===== src/inc/tpw_pkg.sv =====
// Constants, register map and carrier types for the two-channel PWM timer.
// Assumes a 10 MHz core clock and a classic Wishbone slave with 32-bit data.
// Functional notes
// (RULE1) Toggle-on-overflow toggles pin at modulo reach
// (RULE2) Pulse width runs overflow to compare match
// (RULE3) Modulo 00ff, divide-by-one gives 256 clocks
// (RULE4) Compare 0080 at 8-bit period gives 50%
// (RULE5) Buffered bit links channels onto channel 0
// (RULE6) Last written pair takes control at overflow
// (RULE7) Linked mode ignores channel 1 control, frees pin
// (RULE8) Software writes only the inactive pair
// (RULE9) Compare/overflow flags pace unbuffered width updates
// (RULE10) Software follows the stop-configure-start sequence
// (RULE11) Edge/level 10 clears, 11 sets on compare
// (RULE12) Software avoids toggle on compare for PWM
// (RULE13) Toggle-on-overflow clear yields 0% duty
// (RULE14) Max duty with toggle-on-overflow gives 100%
// (RULE15) Overflow sets flag; enable gates interrupt
// (RULE16) Capture or compare sets channel flag, enable gates
// (RULE17) Wait mode runs timer, blocks access, wakes
// (RULE18) Stop mode halts timer, keeps all state; the code still takes bus writes and pin captures in stop mode
// (RULE19) Break freezes the counter
// (RULE20) Break blocks flag clears unless clear enabled
// (RULE21) Each pin capture or compare; buffering channel 0
// (RULE22) Prescaler divides by 1..64, code 111 off
// (RULE23) Counter reset clears count and prescaler, self-clears
// (RULE24) Overflow restarts count from zero next tick
// (RULE25) Flag clears by read-then-write-zero; set wins
// (RULE26) Interrupt lines hold until flag cleared
package tpw_pkg;

   localparam int           CORE_CLK_HZ   = 10_000_000;

   // Word addresses (byte address of each 32-bit register)
   localparam logic [7:0]   ADDR_TSC      = 8'h00;
   localparam logic [7:0]   ADDR_COUNT    = 8'h04;
   localparam logic [7:0]   ADDR_MODULO   = 8'h08;
   localparam logic [7:0]   ADDR_CH0_SC   = 8'h0c;
   localparam logic [7:0]   ADDR_CH0_VAL  = 8'h10;
   localparam logic [7:0]   ADDR_CH1_SC   = 8'h14;
   localparam logic [7:0]   ADDR_CH1_VAL  = 8'h18;

   localparam logic [15:0]  MODULO_RESET  = 16'hffff;
   localparam logic [15:0]  COUNT_RESET   = 16'h0000;
   localparam int           TRST_BIT      = 4;
   localparam int           FLAG_BIT      = 7;
   localparam logic [2:0]   PS_OFF        = 3'h7;

   // Edge/level actions on compare; for capture: rise, fall, any
   localparam logic [1:0]   ELS_NONE      = 2'h0;
   localparam logic [1:0]   ELS_TOGGLE    = 2'h1;
   localparam logic [1:0]   ELS_CLEAR     = 2'h2;
   localparam logic [1:0]   ELS_SET       = 2'h3;

   typedef struct packed {
      logic       flag;
      logic       irqEnable;
      logic       stop;
      logic       trst;
      logic       spare;
      logic [2:0] prescaleSelect;
   } tpw_tsc_t;

   localparam tpw_tsc_t     TSC_RESET     = '{stop: 1'b1, default: '0};

   typedef struct packed {
      logic       flag;
      logic       irqEnable;
      logic       modeB;
      logic       modeA;
      logic [1:0] edgeLevel;
      logic       toggleOnOverflow;
      logic       maxDuty;
   } tpw_chsc_t;

   typedef struct packed {
      logic [1:0] level;
      logic [1:0] driveN;
   } tpw_pins_t;

   typedef struct packed {
      logic       overflow;
      logic [1:0] channel;
      logic       wake;
   } tpw_irq_t;

   typedef struct packed {
      tpw_tsc_t               timer_status_control;
      logic [15:0]            count;
      logic [15:0]            modulo;
      tpw_chsc_t [1:0]        chsc;
      logic [1:0][15:0]       value;
      logic                   ovfArm;
      logic [1:0]             chArm;
      logic                   activeSel;
      logic                   lastWritten;
      logic                   pendSwap;
      logic [1:0][2:0]        pinSync;
      logic [1:0]             pinSeen;
      tpw_pins_t              pins;
      tpw_irq_t               irq;
      logic                   ack;
      logic [31:0]            rdat;
   } tpw_state_t;

endpackage : tpw_pkg


===== src/verilog/tpw_prescaler.sv =====
// Prescaler for the PWM timer counter: one-cycle tick at the selected rate.
// Assumes run and clear come from logic on the same core clock.
`timescale 1ns/1ps
module tpw_prescaler
   import tpw_pkg::*;
(
   input  wire logic       core_clk,
   input  wire logic       reset_n,
   input  wire logic       run,
   input  wire logic       clear,
   input  wire logic [2:0] prescaleSelect,
   output logic            tick
);

   typedef struct packed {
      logic [5:0] div;
   } tpw_presc_state_t;

   tpw_presc_state_t state;
   tpw_presc_state_t next_state;
   logic [5:0]       mask;

   always_comb begin
      next_state = state;
      mask       = 6'((7'h01 << prescaleSelect) - 7'h01);
      tick       = run && (prescaleSelect != PS_OFF) && ((state.div & mask) == mask); // [RULE22]
      if (clear) begin
         next_state.div = 6'h00; // [RULE23]
      end else if (run) begin
         next_state.div = state.div + 6'h01;
      end
   end

   always_ff @(posedge core_clk or negedge reset_n) begin
      if (!reset_n) begin
         state <= '0;
      end else begin
         state <= next_state;
      end
   end

endmodule : tpw_prescaler


===== src/verilog/tpw_timer.sv =====
// Two-channel 16-bit PWM timer with capture, compare and buffered PWM.
// Assumes a classic Wishbone master and system mode levels on the core clock.
`timescale 1ns/1ps
module tpw_timer
   import tpw_pkg::*;
(
   input  wire logic        core_clk,
   input  wire logic        reset_n,
   input  wire logic        wbCycI,
   input  wire logic        wbStbI,
   input  wire logic        wbWeI,
   input  wire logic [7:0]  wbAdrI,
   input  wire logic [3:0]  wbSelI,
   input  wire logic [31:0] wbDatI,
   output logic      [31:0] wbDatO,
   output logic             wbAckO,
   input  wire logic        waitMode,
   input  wire logic        stopMode,
   input  wire logic        breakActive,
   input  wire logic        breakClearEnable,
   input  wire logic [1:0]  chanPinIn,
   output tpw_pins_t        chanPins,
   output tpw_irq_t         irqOut
);

   tpw_state_t  state;
   tpw_state_t  next_state;
   logic        tick;
   logic        run;
   logic        prescClear;
   logic        access;
   logic        wrDo;
   logic        rdDo;
   logic        clrAllowed;
   logic        linked;
   logic        ovf;
   logic [15:0] nextCount;
   logic [1:0]  match;
   logic [1:0]  capture;
   logic [15:0] cmpVal;
   logic [1:0]  rise;
   logic [1:0]  fall;
   logic [1:0]  stable;
   logic [7:0]  scAddr [2];
   logic [7:0]  valAddr [2];

   assign scAddr[0]  = ADDR_CH0_SC;
   assign scAddr[1]  = ADDR_CH1_SC;
   assign valAddr[0] = ADDR_CH0_VAL;
   assign valAddr[1] = ADDR_CH1_VAL;

   // Byte lanes of a 16-bit field
   function automatic logic [15:0] merge16(input logic [15:0] old,
                                           input logic [31:0] dat,
                                           input logic [3:0]  sel);
      logic [15:0] res;
      res = old;
      if (sel[0]) begin
         res[7:0] = dat[7:0];
      end
      if (sel[1]) begin
         res[15:8] = dat[15:8];
      end
      return res;
   endfunction : merge16

   // A channel drives its pin as output compare or PWM
   function automatic logic isOutput(input tpw_chsc_t c);
      return (c.modeB || c.modeA) && (c.edgeLevel != ELS_NONE);
   endfunction : isOutput

   function automatic logic isCapture(input tpw_chsc_t c);
      return !c.modeB && !c.modeA && (c.edgeLevel != ELS_NONE);
   endfunction : isCapture

   tpw_prescaler u_prescaler (
      .core_clk       (core_clk),
      .reset_n        (reset_n),
      .run            (run),
      .clear          (prescClear),
      .prescaleSelect (state.timer_status_control.prescaleSelect),
      .tick           (tick)
   );

   // Halted by the stop bit, by stop mode and by a break; wait mode keeps it running
   assign run = !state.timer_status_control.stop && !stopMode && !breakActive; // [RULE17] [RULE18] [RULE19]

   // Registers are closed to the CPU in wait mode; the bus still gets an answer
   assign access     = wbCycI && wbStbI && !waitMode; // [RULE17]
   assign wrDo       = access && state.ack && wbWeI;
   assign rdDo       = access && !state.ack && !wbWeI;
   assign clrAllowed = !breakActive || breakClearEnable; // [RULE20]
   assign prescClear = wrDo && (wbAdrI == ADDR_TSC) && wbSelI[0] && wbDatI[TRST_BIT];
   assign linked     = state.chsc[0].modeB;

   always_comb begin
      next_state          = state;
      next_state.timer_status_control.trst = 1'b0; // [RULE23]
      next_state.ack      = wbCycI && wbStbI && !state.ack;
      match               = 2'b00;
      capture             = 2'b00;
      cmpVal              = 16'h0000;

      // Pin synchronisers: a level counts once stages two and three agree
      for (int i = 0; i < 2; i++) begin
         next_state.pinSync[i] = {state.pinSync[i][1:0], chanPinIn[i]};
         stable[i]             = state.pinSync[i][1] == state.pinSync[i][2];
         rise[i]               = stable[i] && state.pinSync[i][2] && !state.pinSeen[i];
         fall[i]               = stable[i] && !state.pinSync[i][2] && state.pinSeen[i];
         if (stable[i]) begin
            next_state.pinSeen[i] = state.pinSync[i][2];
         end
      end

      // Counter: wraps to zero on the tick after reaching the modulo value
      ovf       = tick && (state.count == state.modulo); // [RULE15] [RULE24]
      nextCount = ovf ? COUNT_RESET : state.count + 16'h0001; // [RULE3] [RULE24]
      if (tick) begin
         next_state.count = nextCount;
      end

      // Buffered pair hands control to the last written registers at period start
      if (ovf && linked && state.pendSwap) begin
         next_state.activeSel = state.lastWritten; // [RULE6]
         next_state.pendSwap  = 1'b0;
      end

      for (int i = 0; i < 2; i++) begin
         if (i == 0 && linked && state.activeSel) begin
            cmpVal = state.value[1]; // [RULE5]
         end else begin
            cmpVal = state.value[i];
         end
         // Channel 1 is idle while linked
         if (i == 0 || !linked) begin // [RULE7] [RULE21]
            // Match as the counter steps onto the value: 0080 of 00ff gives 128 high ticks
            match[i]   = tick && isOutput(state.chsc[i]) && (nextCount == cmpVal); // [RULE2] [RULE4]
            capture[i] = isCapture(state.chsc[i]) && !state.timer_status_control.stop &&
                         (((state.chsc[i].edgeLevel == ELS_TOGGLE) && rise[i]) ||
                          ((state.chsc[i].edgeLevel == ELS_CLEAR) && fall[i]) ||
                          ((state.chsc[i].edgeLevel == ELS_SET) && (rise[i] || fall[i])));
            if (capture[i]) begin
               next_state.value[i] = state.count; // [RULE21]
            end
            if (isOutput(state.chsc[i])) begin
               if (ovf && state.chsc[i].toggleOnOverflow) begin
                  next_state.pins.level[i] = !state.pins.level[i]; // [RULE1] [RULE13]
               end
               // Compare wins over a coincident toggle, so a zero width stays at 0%
               if (match[i]) begin
                  case (state.chsc[i].edgeLevel)
                     ELS_TOGGLE: next_state.pins.level[i] = !state.pins.level[i];
                     ELS_CLEAR:  next_state.pins.level[i] = 1'b0; // [RULE11]
                     ELS_SET:    next_state.pins.level[i] = 1'b1; // [RULE11]
                     default:    next_state.pins.level[i] = state.pins.level[i];
                  endcase
               end
               if (state.chsc[i].maxDuty && state.chsc[i].toggleOnOverflow) begin
                  next_state.pins.level[i] = state.chsc[i].edgeLevel == ELS_CLEAR; // [RULE14]
               end
            end
         end
      end

      // Timer drives a pin only while that channel compares (drive enable is low)
      next_state.pins.driveN[0] = !isOutput(state.chsc[0]); // [RULE21]
      next_state.pins.driveN[1] = linked || !isOutput(state.chsc[1]); // [RULE7]

      // Read side: a read with a flag set arms its two-step clear
      if (rdDo) begin
         next_state.rdat = 32'h0000_0000;
         case (wbAdrI)
            ADDR_TSC: begin
               next_state.rdat[7:0] = state.timer_status_control;
               if (state.timer_status_control.flag && clrAllowed) begin
                  next_state.ovfArm = 1'b1; // [RULE25] [RULE20]
               end
            end
            ADDR_COUNT:   next_state.rdat[15:0] = state.count;
            ADDR_MODULO:  next_state.rdat[15:0] = state.modulo;
            ADDR_CH0_SC,
            ADDR_CH1_SC: begin
               for (int i = 0; i < 2; i++) begin
                  if (wbAdrI == scAddr[i]) begin
                     next_state.rdat[7:0] = state.chsc[i];
                     if (state.chsc[i].flag && clrAllowed) begin
                        next_state.chArm[i] = 1'b1; // [RULE25] [RULE20]
                     end
                  end
               end
            end
            ADDR_CH0_VAL: next_state.rdat[15:0] = state.value[0];
            ADDR_CH1_VAL: next_state.rdat[15:0] = state.value[1];
            default:      next_state.rdat = 32'h0000_0000;
         endcase
      end else begin
         next_state.rdat = 32'h0000_0000; // Data stands only in the ack cycle
      end

      // Write side: takes effect on the edge where the master sees the answer
      if (wrDo) begin
         case (wbAdrI)
            ADDR_TSC: begin
               if (wbSelI[0]) begin
                  next_state.timer_status_control.irqEnable      = wbDatI[6];
                  next_state.timer_status_control.stop           = wbDatI[5];
                  next_state.timer_status_control.prescaleSelect = wbDatI[2:0]; // [RULE22]
                  if (wbDatI[TRST_BIT]) begin
                     next_state.count = COUNT_RESET; // [RULE23]
                  end
                  if (clrAllowed) begin
                     if (state.ovfArm && !wbDatI[FLAG_BIT]) begin
                        next_state.timer_status_control.flag = 1'b0; // [RULE25]
                     end
                     next_state.ovfArm = 1'b0;
                  end
               end
            end
            ADDR_MODULO: next_state.modulo = merge16(state.modulo, wbDatI, wbSelI);
            ADDR_CH0_SC,
            ADDR_CH1_SC: begin
               for (int i = 0; i < 2; i++) begin
                  // Channel 1 control is ignored while linked
                  if (wbAdrI == scAddr[i] && wbSelI[0] && (i == 0 || !linked)) begin // [RULE7]
                     next_state.chsc[i].irqEnable        = wbDatI[6];
                     next_state.chsc[i].modeB            = (i == 0) ? wbDatI[5] : 1'b0; // [RULE21]
                     next_state.chsc[i].modeA            = wbDatI[4];
                     next_state.chsc[i].edgeLevel        = wbDatI[3:2];
                     next_state.chsc[i].toggleOnOverflow = wbDatI[1];
                     next_state.chsc[i].maxDuty          = wbDatI[0];
                     // With no edge/level action, mode A presets the idle level (1 = low)
                     if (wbDatI[3:2] == ELS_NONE) begin
                        next_state.pins.level[i] = !wbDatI[4];
                     end
                     if (clrAllowed) begin
                        if (state.chArm[i] && !wbDatI[FLAG_BIT]) begin
                           next_state.chsc[i].flag = 1'b0; // [RULE25]
                        end
                        next_state.chArm[i] = 1'b0;
                     end
                  end
               end
               if (wbAdrI == ADDR_CH0_SC && wbSelI[0] && !wbDatI[5]) begin
                  next_state.activeSel = 1'b0;
                  next_state.pendSwap  = 1'b0;
               end
            end
            ADDR_CH0_VAL,
            ADDR_CH1_VAL: begin
               for (int i = 0; i < 2; i++) begin
                  if (wbAdrI == valAddr[i]) begin
                     next_state.value[i] = merge16(state.value[i], wbDatI, wbSelI);
                     // Writing the active pair simply acts unbuffered
                     if (linked) begin
                        next_state.lastWritten = (i == 1); // [RULE6] [RULE8]
                        next_state.pendSwap    = 1'b1;
                     end
                  end
               end
            end
            default: next_state.rdat = state.rdat;
         endcase
      end

      // Events set flags after any clear, so a coincident event is never lost
      if (ovf) begin
         next_state.timer_status_control.flag = 1'b1; // [RULE15] [RULE25]
      end
      for (int i = 0; i < 2; i++) begin
         if (match[i] || capture[i]) begin
            next_state.chsc[i].flag = 1'b1; // [RULE16] [RULE25]
         end
      end

      // Request lines follow flag and enable until the flag is cleared
      next_state.irq.overflow   = next_state.timer_status_control.flag && next_state.timer_status_control.irqEnable; // [RULE15] [RULE26]
      next_state.irq.channel[0] = next_state.chsc[0].flag &&
                                  next_state.chsc[0].irqEnable; // [RULE16] [RULE26]
      next_state.irq.channel[1] = next_state.chsc[1].flag &&
                                  next_state.chsc[1].irqEnable && !linked; // [RULE9] [RULE26]
      next_state.irq.wake       = next_state.irq.overflow ||
                                  (|next_state.irq.channel); // [RULE17]
   end

   always_ff @(posedge core_clk or negedge reset_n) begin
      if (!reset_n) begin
         state        <= '0;
         state.timer_status_control    <= TSC_RESET;
         state.modulo <= MODULO_RESET;
         state.pins   <= '{level: 2'b00, driveN: 2'b11};
      end else begin
         state <= next_state;
      end
   end

   assign wbDatO   = state.rdat;
   assign wbAckO   = state.ack;
   assign chanPins = state.pins;
   assign irqOut   = state.irq;

endmodule : tpw_timer

===== config.mk =====
export PLATFORM = sky130hd
export DESIGN_NAME = tpw_timer
export DESIGN_NICKNAME = d
export VERILOG_FILES = /design/src/inc/tpw_pkg.sv /design/src/verilog/tpw_prescaler.sv /design/src/verilog/tpw_timer.sv
export SDC_FILE = /design/constraint.sdc
export NUM_CORES = 1
export LEC_CHECK = 0
export BUFFER_PORTS_ARGS = -buffer_cell sky130_fd_sc_hd__buf_2
export CAP_MARGIN = 20
export CORE_ASPECT_RATIO = 0.8
export CORE_MARGIN = 2
export CORE_UTILIZATION = 64
export DETAILED_ROUTE_END_ITERATION = 10
export GPL_ROUTABILITY_DRIVEN = 0
export PLACE_DENSITY = 0.86
export SETUP_SLACK_MARGIN = 0.15
export SLEW_MARGIN = 20
export SYNTH_ARGS = -nofsm -noshare
export SYNTH_HDL_FRONTEND = slang
export SYNTH_SLANG_ARGS = --single-unit

===== constraint.sdc =====
create_clock -name core_clk -period 4.5 [get_ports core_clk]
set_input_delay 0.45 -clock core_clk [delete_from_list [all_inputs] [get_ports core_clk]]
set_output_delay 0.45 -clock core_clk [all_outputs]
set_load 0.05 [all_outputs]

==> metrics.md <==
| Metric | Value |
|---|---|
| Number of distinct library cells after synthesis | 81 |
| Final setup TNS | 0 ns |
| Setup repair after global routing missed its margin | false |
| Fraction of layout cells with a size suffix above 1 | roughly a fifth |
| Register clock-pin slew on the reported worst setup and hold paths | roughly 0.06 ns |
| ANT cells | 0 |
| Maximum number of buffers from clock root to sink | 2 |
| Number of nets in the layout | roughly 950 |
| Top_reg_cell synth | dfrtp_1 |
| Worst-skew pair later-pin latency | roughly 0.42 ns |
| Data arrival at the endpoint of the critical path | roughly 4 ns |
| Combinational fraction of design power | 8.5% |
| Metal-1 WL | 9167 um |
| Total routing resource utilization after global routing | 34.32% |
| Total setup violations reported at the end of the flow | 0 |
| Switching share of power | 24.35% |
| Critical Path Sink Type | flop |
| Number of top-level pins | 96 |
| Status | complete, no violations |
| Number of setup buffers added after CTS | 0 |
| Worst-case clock skew | 0.009427 ns |
| Clk pwr share | between 50% and 60% |
| Worst min-delay path class | input pin to async pin |
| Final standard cell count with taps included and fillers excluded | roughly 1100 |
| DR vias | between 7000 and 8000 |
| Via count of the first global-routing pass | 6663 |
| Syn avg cell area | 9.464 um2 |
| Number of enable flip-flop cells after synthesis | 0 |
| IR drop worst, VDD | 263.9 uV |
| Total power consumption of the routed design | slightly above 3 mW |
| First-pass iteration count of the detailed router | 9 |
| Startpoint type of the worst setup path | flop |
| Post-synthesis sequential area ratio | between 40% and 50% |
| Post-CTS resize count | 0 |
| Number of filler instances in the final layout | 852 |
| Net switching power of the design | between 0.7 and 0.8 mW |
| Floorplan row count | 36 |
| Count of warnings emitted by yosys | 0 |
| Number of clock sinks seen by CTS | between 100 and 150 |
| Pwr dens | 346.7 nW/um2 |
| Sum of net half-perimeters after detailed placement | roughly 16000 um |
| Met3 wirelength from detailed routing | about 3100 um |
| Clk Tree Root Cell | clkbuf_16 |
| Sequential share of power | between 40% and 50% |
| Count of state elements after synthesis | 130 |
| Count of pins over their slew limit | 0 |
| Number of vias per cell after detailed routing | 6.698 |
| Post-synthesis instance area | around 8000 um2 |
| Worst Max-Slew Pin Slew | between 1 and 1.5 ns |
| Worst Reg-to-Reg Cells | 9 |
| Required time reported for the critical path endpoint | 4.80 ns |
| WL final | ~23000 um |
| DRC errors left | 0 |
| Max-slew headroom at the worst pin | between 20% and 30% |
| Wire length of the first global-routing pass | between 30000 and 40000 um |
| Top routing layer in use | met4 |
| Initial cell density of the core | 66.13% |
| Tcrit/Tclk final | about four fifths |
| Power Internal | about 2.4 mW |
| Number of buffer cells added on primary ports | a little over 60 |
| H-tree level count | 4 |
| Gate count after technology mapping | 856 |
| Critical path start-end classification | flop to flop |
| Number of routed nets with antenna violations | 0 |
| Highest attainable clock frequency | approximately 0.27 GHz |
| Final hold viol count | 0 |
| Area inside the core boundary | ~12000 um2 |
| Layout Area Growth over Synthesis | 10.67% |
| Final min period | around 3.6 ns |
| TritonCTS clock tree | yes |
| Largest net degree at the start of global routing | 89 |
| Share of async-settable or async-resettable flops after synthesis | 100.0% |
| Grt ovf | 0 |
| Die extent in y | roughly 100 um |
| DRT iter0 DRCs | about 1100 |
| Crit-path max FO | 10 |
| X dimension of the die | 129.8 um |
| Hold-fix buffer count after cts | 0 |
| Number of maximum-capacitance constraint violations | 0 |
| Number of buffers created by CTS | 17 |
| Placed instance count | between 1000 and 1500 |
| Cell leakage power | 4.121 nW |
| Drt wl/cell | roughly 21 um |
| Antenna violations before repair | 0 |
| Area of the die | between 10000 and 15000 um2 |
| Routed wl met2 | around 9900 um |
-- placed cells by master (no fill, tap or decap), drive strengths merged, types with 11 or more instances in the layout --
| master | netlist | layout |
|---|---|---|
| nor2 | 134 | 134 |
| dfrtp | 111 | 111 |
| buf | 66 | 82 |
| nand2 | 51 | 51 |
| o22ai | 43 | 43 |
| mux2i | 36 | 36 |
| xnor2 | 35 | 35 |
| o21ai | 35 | 35 |
| a21oi | 34 | 34 |
| mux2 | 32 | 32 |
| inv | 22 | 23 |
| clkbuf | 21 | 20 |
| dfstp | 19 | 19 |
| conb | 1 | 16 |
| nand4 | 16 | 16 |
| nor3 | 15 | 15 |
| nand3 | 14 | 14 |
| a22o | 12 | 12 |
| a22oi | 11 | 11 |
| nor4 | 11 | 11 |
-- through the flow --
step                      hold WS (ns)  instance area (um2)  worst slack [ns]  utilization, %
after floorplan                 0.1544                 8158             1.744               -
after global routing            0.1157                 8966            0.7188           73.18
after detailed placement        0.3379                 8288             1.032           67.65
final                          0.09825                 8966            0.8503           73.18
after global placement          0.3317                 8288             1.087           67.65
after CTS                       0.1235                 8962            0.9869           73.15
-- power by group through the flow --
stage / sequential [mW] / combinational (mW) / clock [mW]
after detailed placement: 1.27 / 0.258 / 0
after floorplan: 1.26 / 0.181 / 0
after global routing: 1.26 / 0.290 / 1.64
after global placement: 1.27 / 0.249 / 0
after CTS: 1.25 / 0.261 / 1.59
final: 1.26 / 0.265 / 1.59
-- layer usage --
| layer | GRT usage [%] | up-vias |
|---|---|---|
| li1 | - | 3121 |
| met5 | 0 | - |
| met2 | 50.64 | 554 |
| met1 | 47.54 | 3389 |
| met4 | 11.75 | 0 |
| met3 | 11.26 | 96 |
-- Yosys cell counts, drive strengths merged, types with 3 or more instances --
library cell  instances  area (um2)
nor2                134       515.5
or3                   5       31.28
dfrtp               111        2778
xnor2                35       314.1
a2bb2oi               4       35.03
inv                  22       82.58
clkbuf               21       78.83
a221o                10       100.1
buf                  66       474.2
nor3                 15       91.34
a211oi                3       27.52
o21ai                35       175.2
a22o                 12       105.1
nand4                16       130.1
mux2                 32       360.4
nand3b                6       45.04
nor4                 11       117.6
a21o                  8       60.06
nand2b                6       37.54
a22oi                11       82.58
a222oi                4       40.04
a31oi                10       62.56
ha                    6       75.07
nand2                51       191.4
mux2i                36       360.4
a2111oi               6       86.34
nand4b                3       26.28
nor3b                 4       46.29
nor2b                 8       50.05
a221oi                6       58.80
o22ai                43       269.0
a21oi                34       170.2
and3                  3       18.77
and2                  5       31.28
o2111ai               3       26.28
nand3                14       80.08
xor2                  9       78.83
dfstp                19       499.2
-- critical path, cell delays in order, from the launching register on --
cell and delay, ns:
dfrtp_1 0.65, nand3_2 0.34, nor3_1 0.45, xnor2_1 0.31, o22ai_1 0.23, o31ai_1 0.29, o2111ai_1 0.21, a2111oi_4 0.62
mux2i_1 0.31, o221ai_2 0.11
-- final cells by class --
cell class	count	area, um2	area share [%]
repair buffers	82	469.2	5.233
multi-input cells	632	4249	47.39
clock buffers	20	446.7	4.982
well taps	171	214.0	2.386
flip-flops and latches	130	3277	36.55
inverters	22	82.58	0.9210
clock inverters	12	227.7	2.540
-- worst paths after layout --
| check | start | endpoint | slack, ns |
|---|---|---|---|
| min in group core_clk | chanPinIn[1] | next_state[47] | 0.13 |
| max in group asynchronous | reset_n | state[117] | 3.32 |
| max reg2reg | state[121] | chanPins[3] | 0.85 |
| max | state[121] | chanPins[3] | 0.85 |
| min reg2reg | next_state[44] | next_state[45] | 0.35 |
| min | reset_n | next_state[48] | 0.1 |
-- registers in the layout, summed over array words and instances, names as in the netlist, 4 cells and up, named ones only --
register,flops
state,77
cmpVal,16
wbDatO,16
u_prescaler.state,6
chanPins,4
irqOut,4
next_state,4
-- logic make-up after synthesis --
family                     synth area share [%]
and+or+nand+nor                           18.16
adders and majority gates                0.9266
AOI/OAI and AO/OA                         17.99
buffers and inverters                     7.846
DFF                                       40.45
xor gates and xnor gates                  5.406
other                                   0.04629
muxes                                     9.174
No activity file was read; power rests on OpenSTA's default activity.
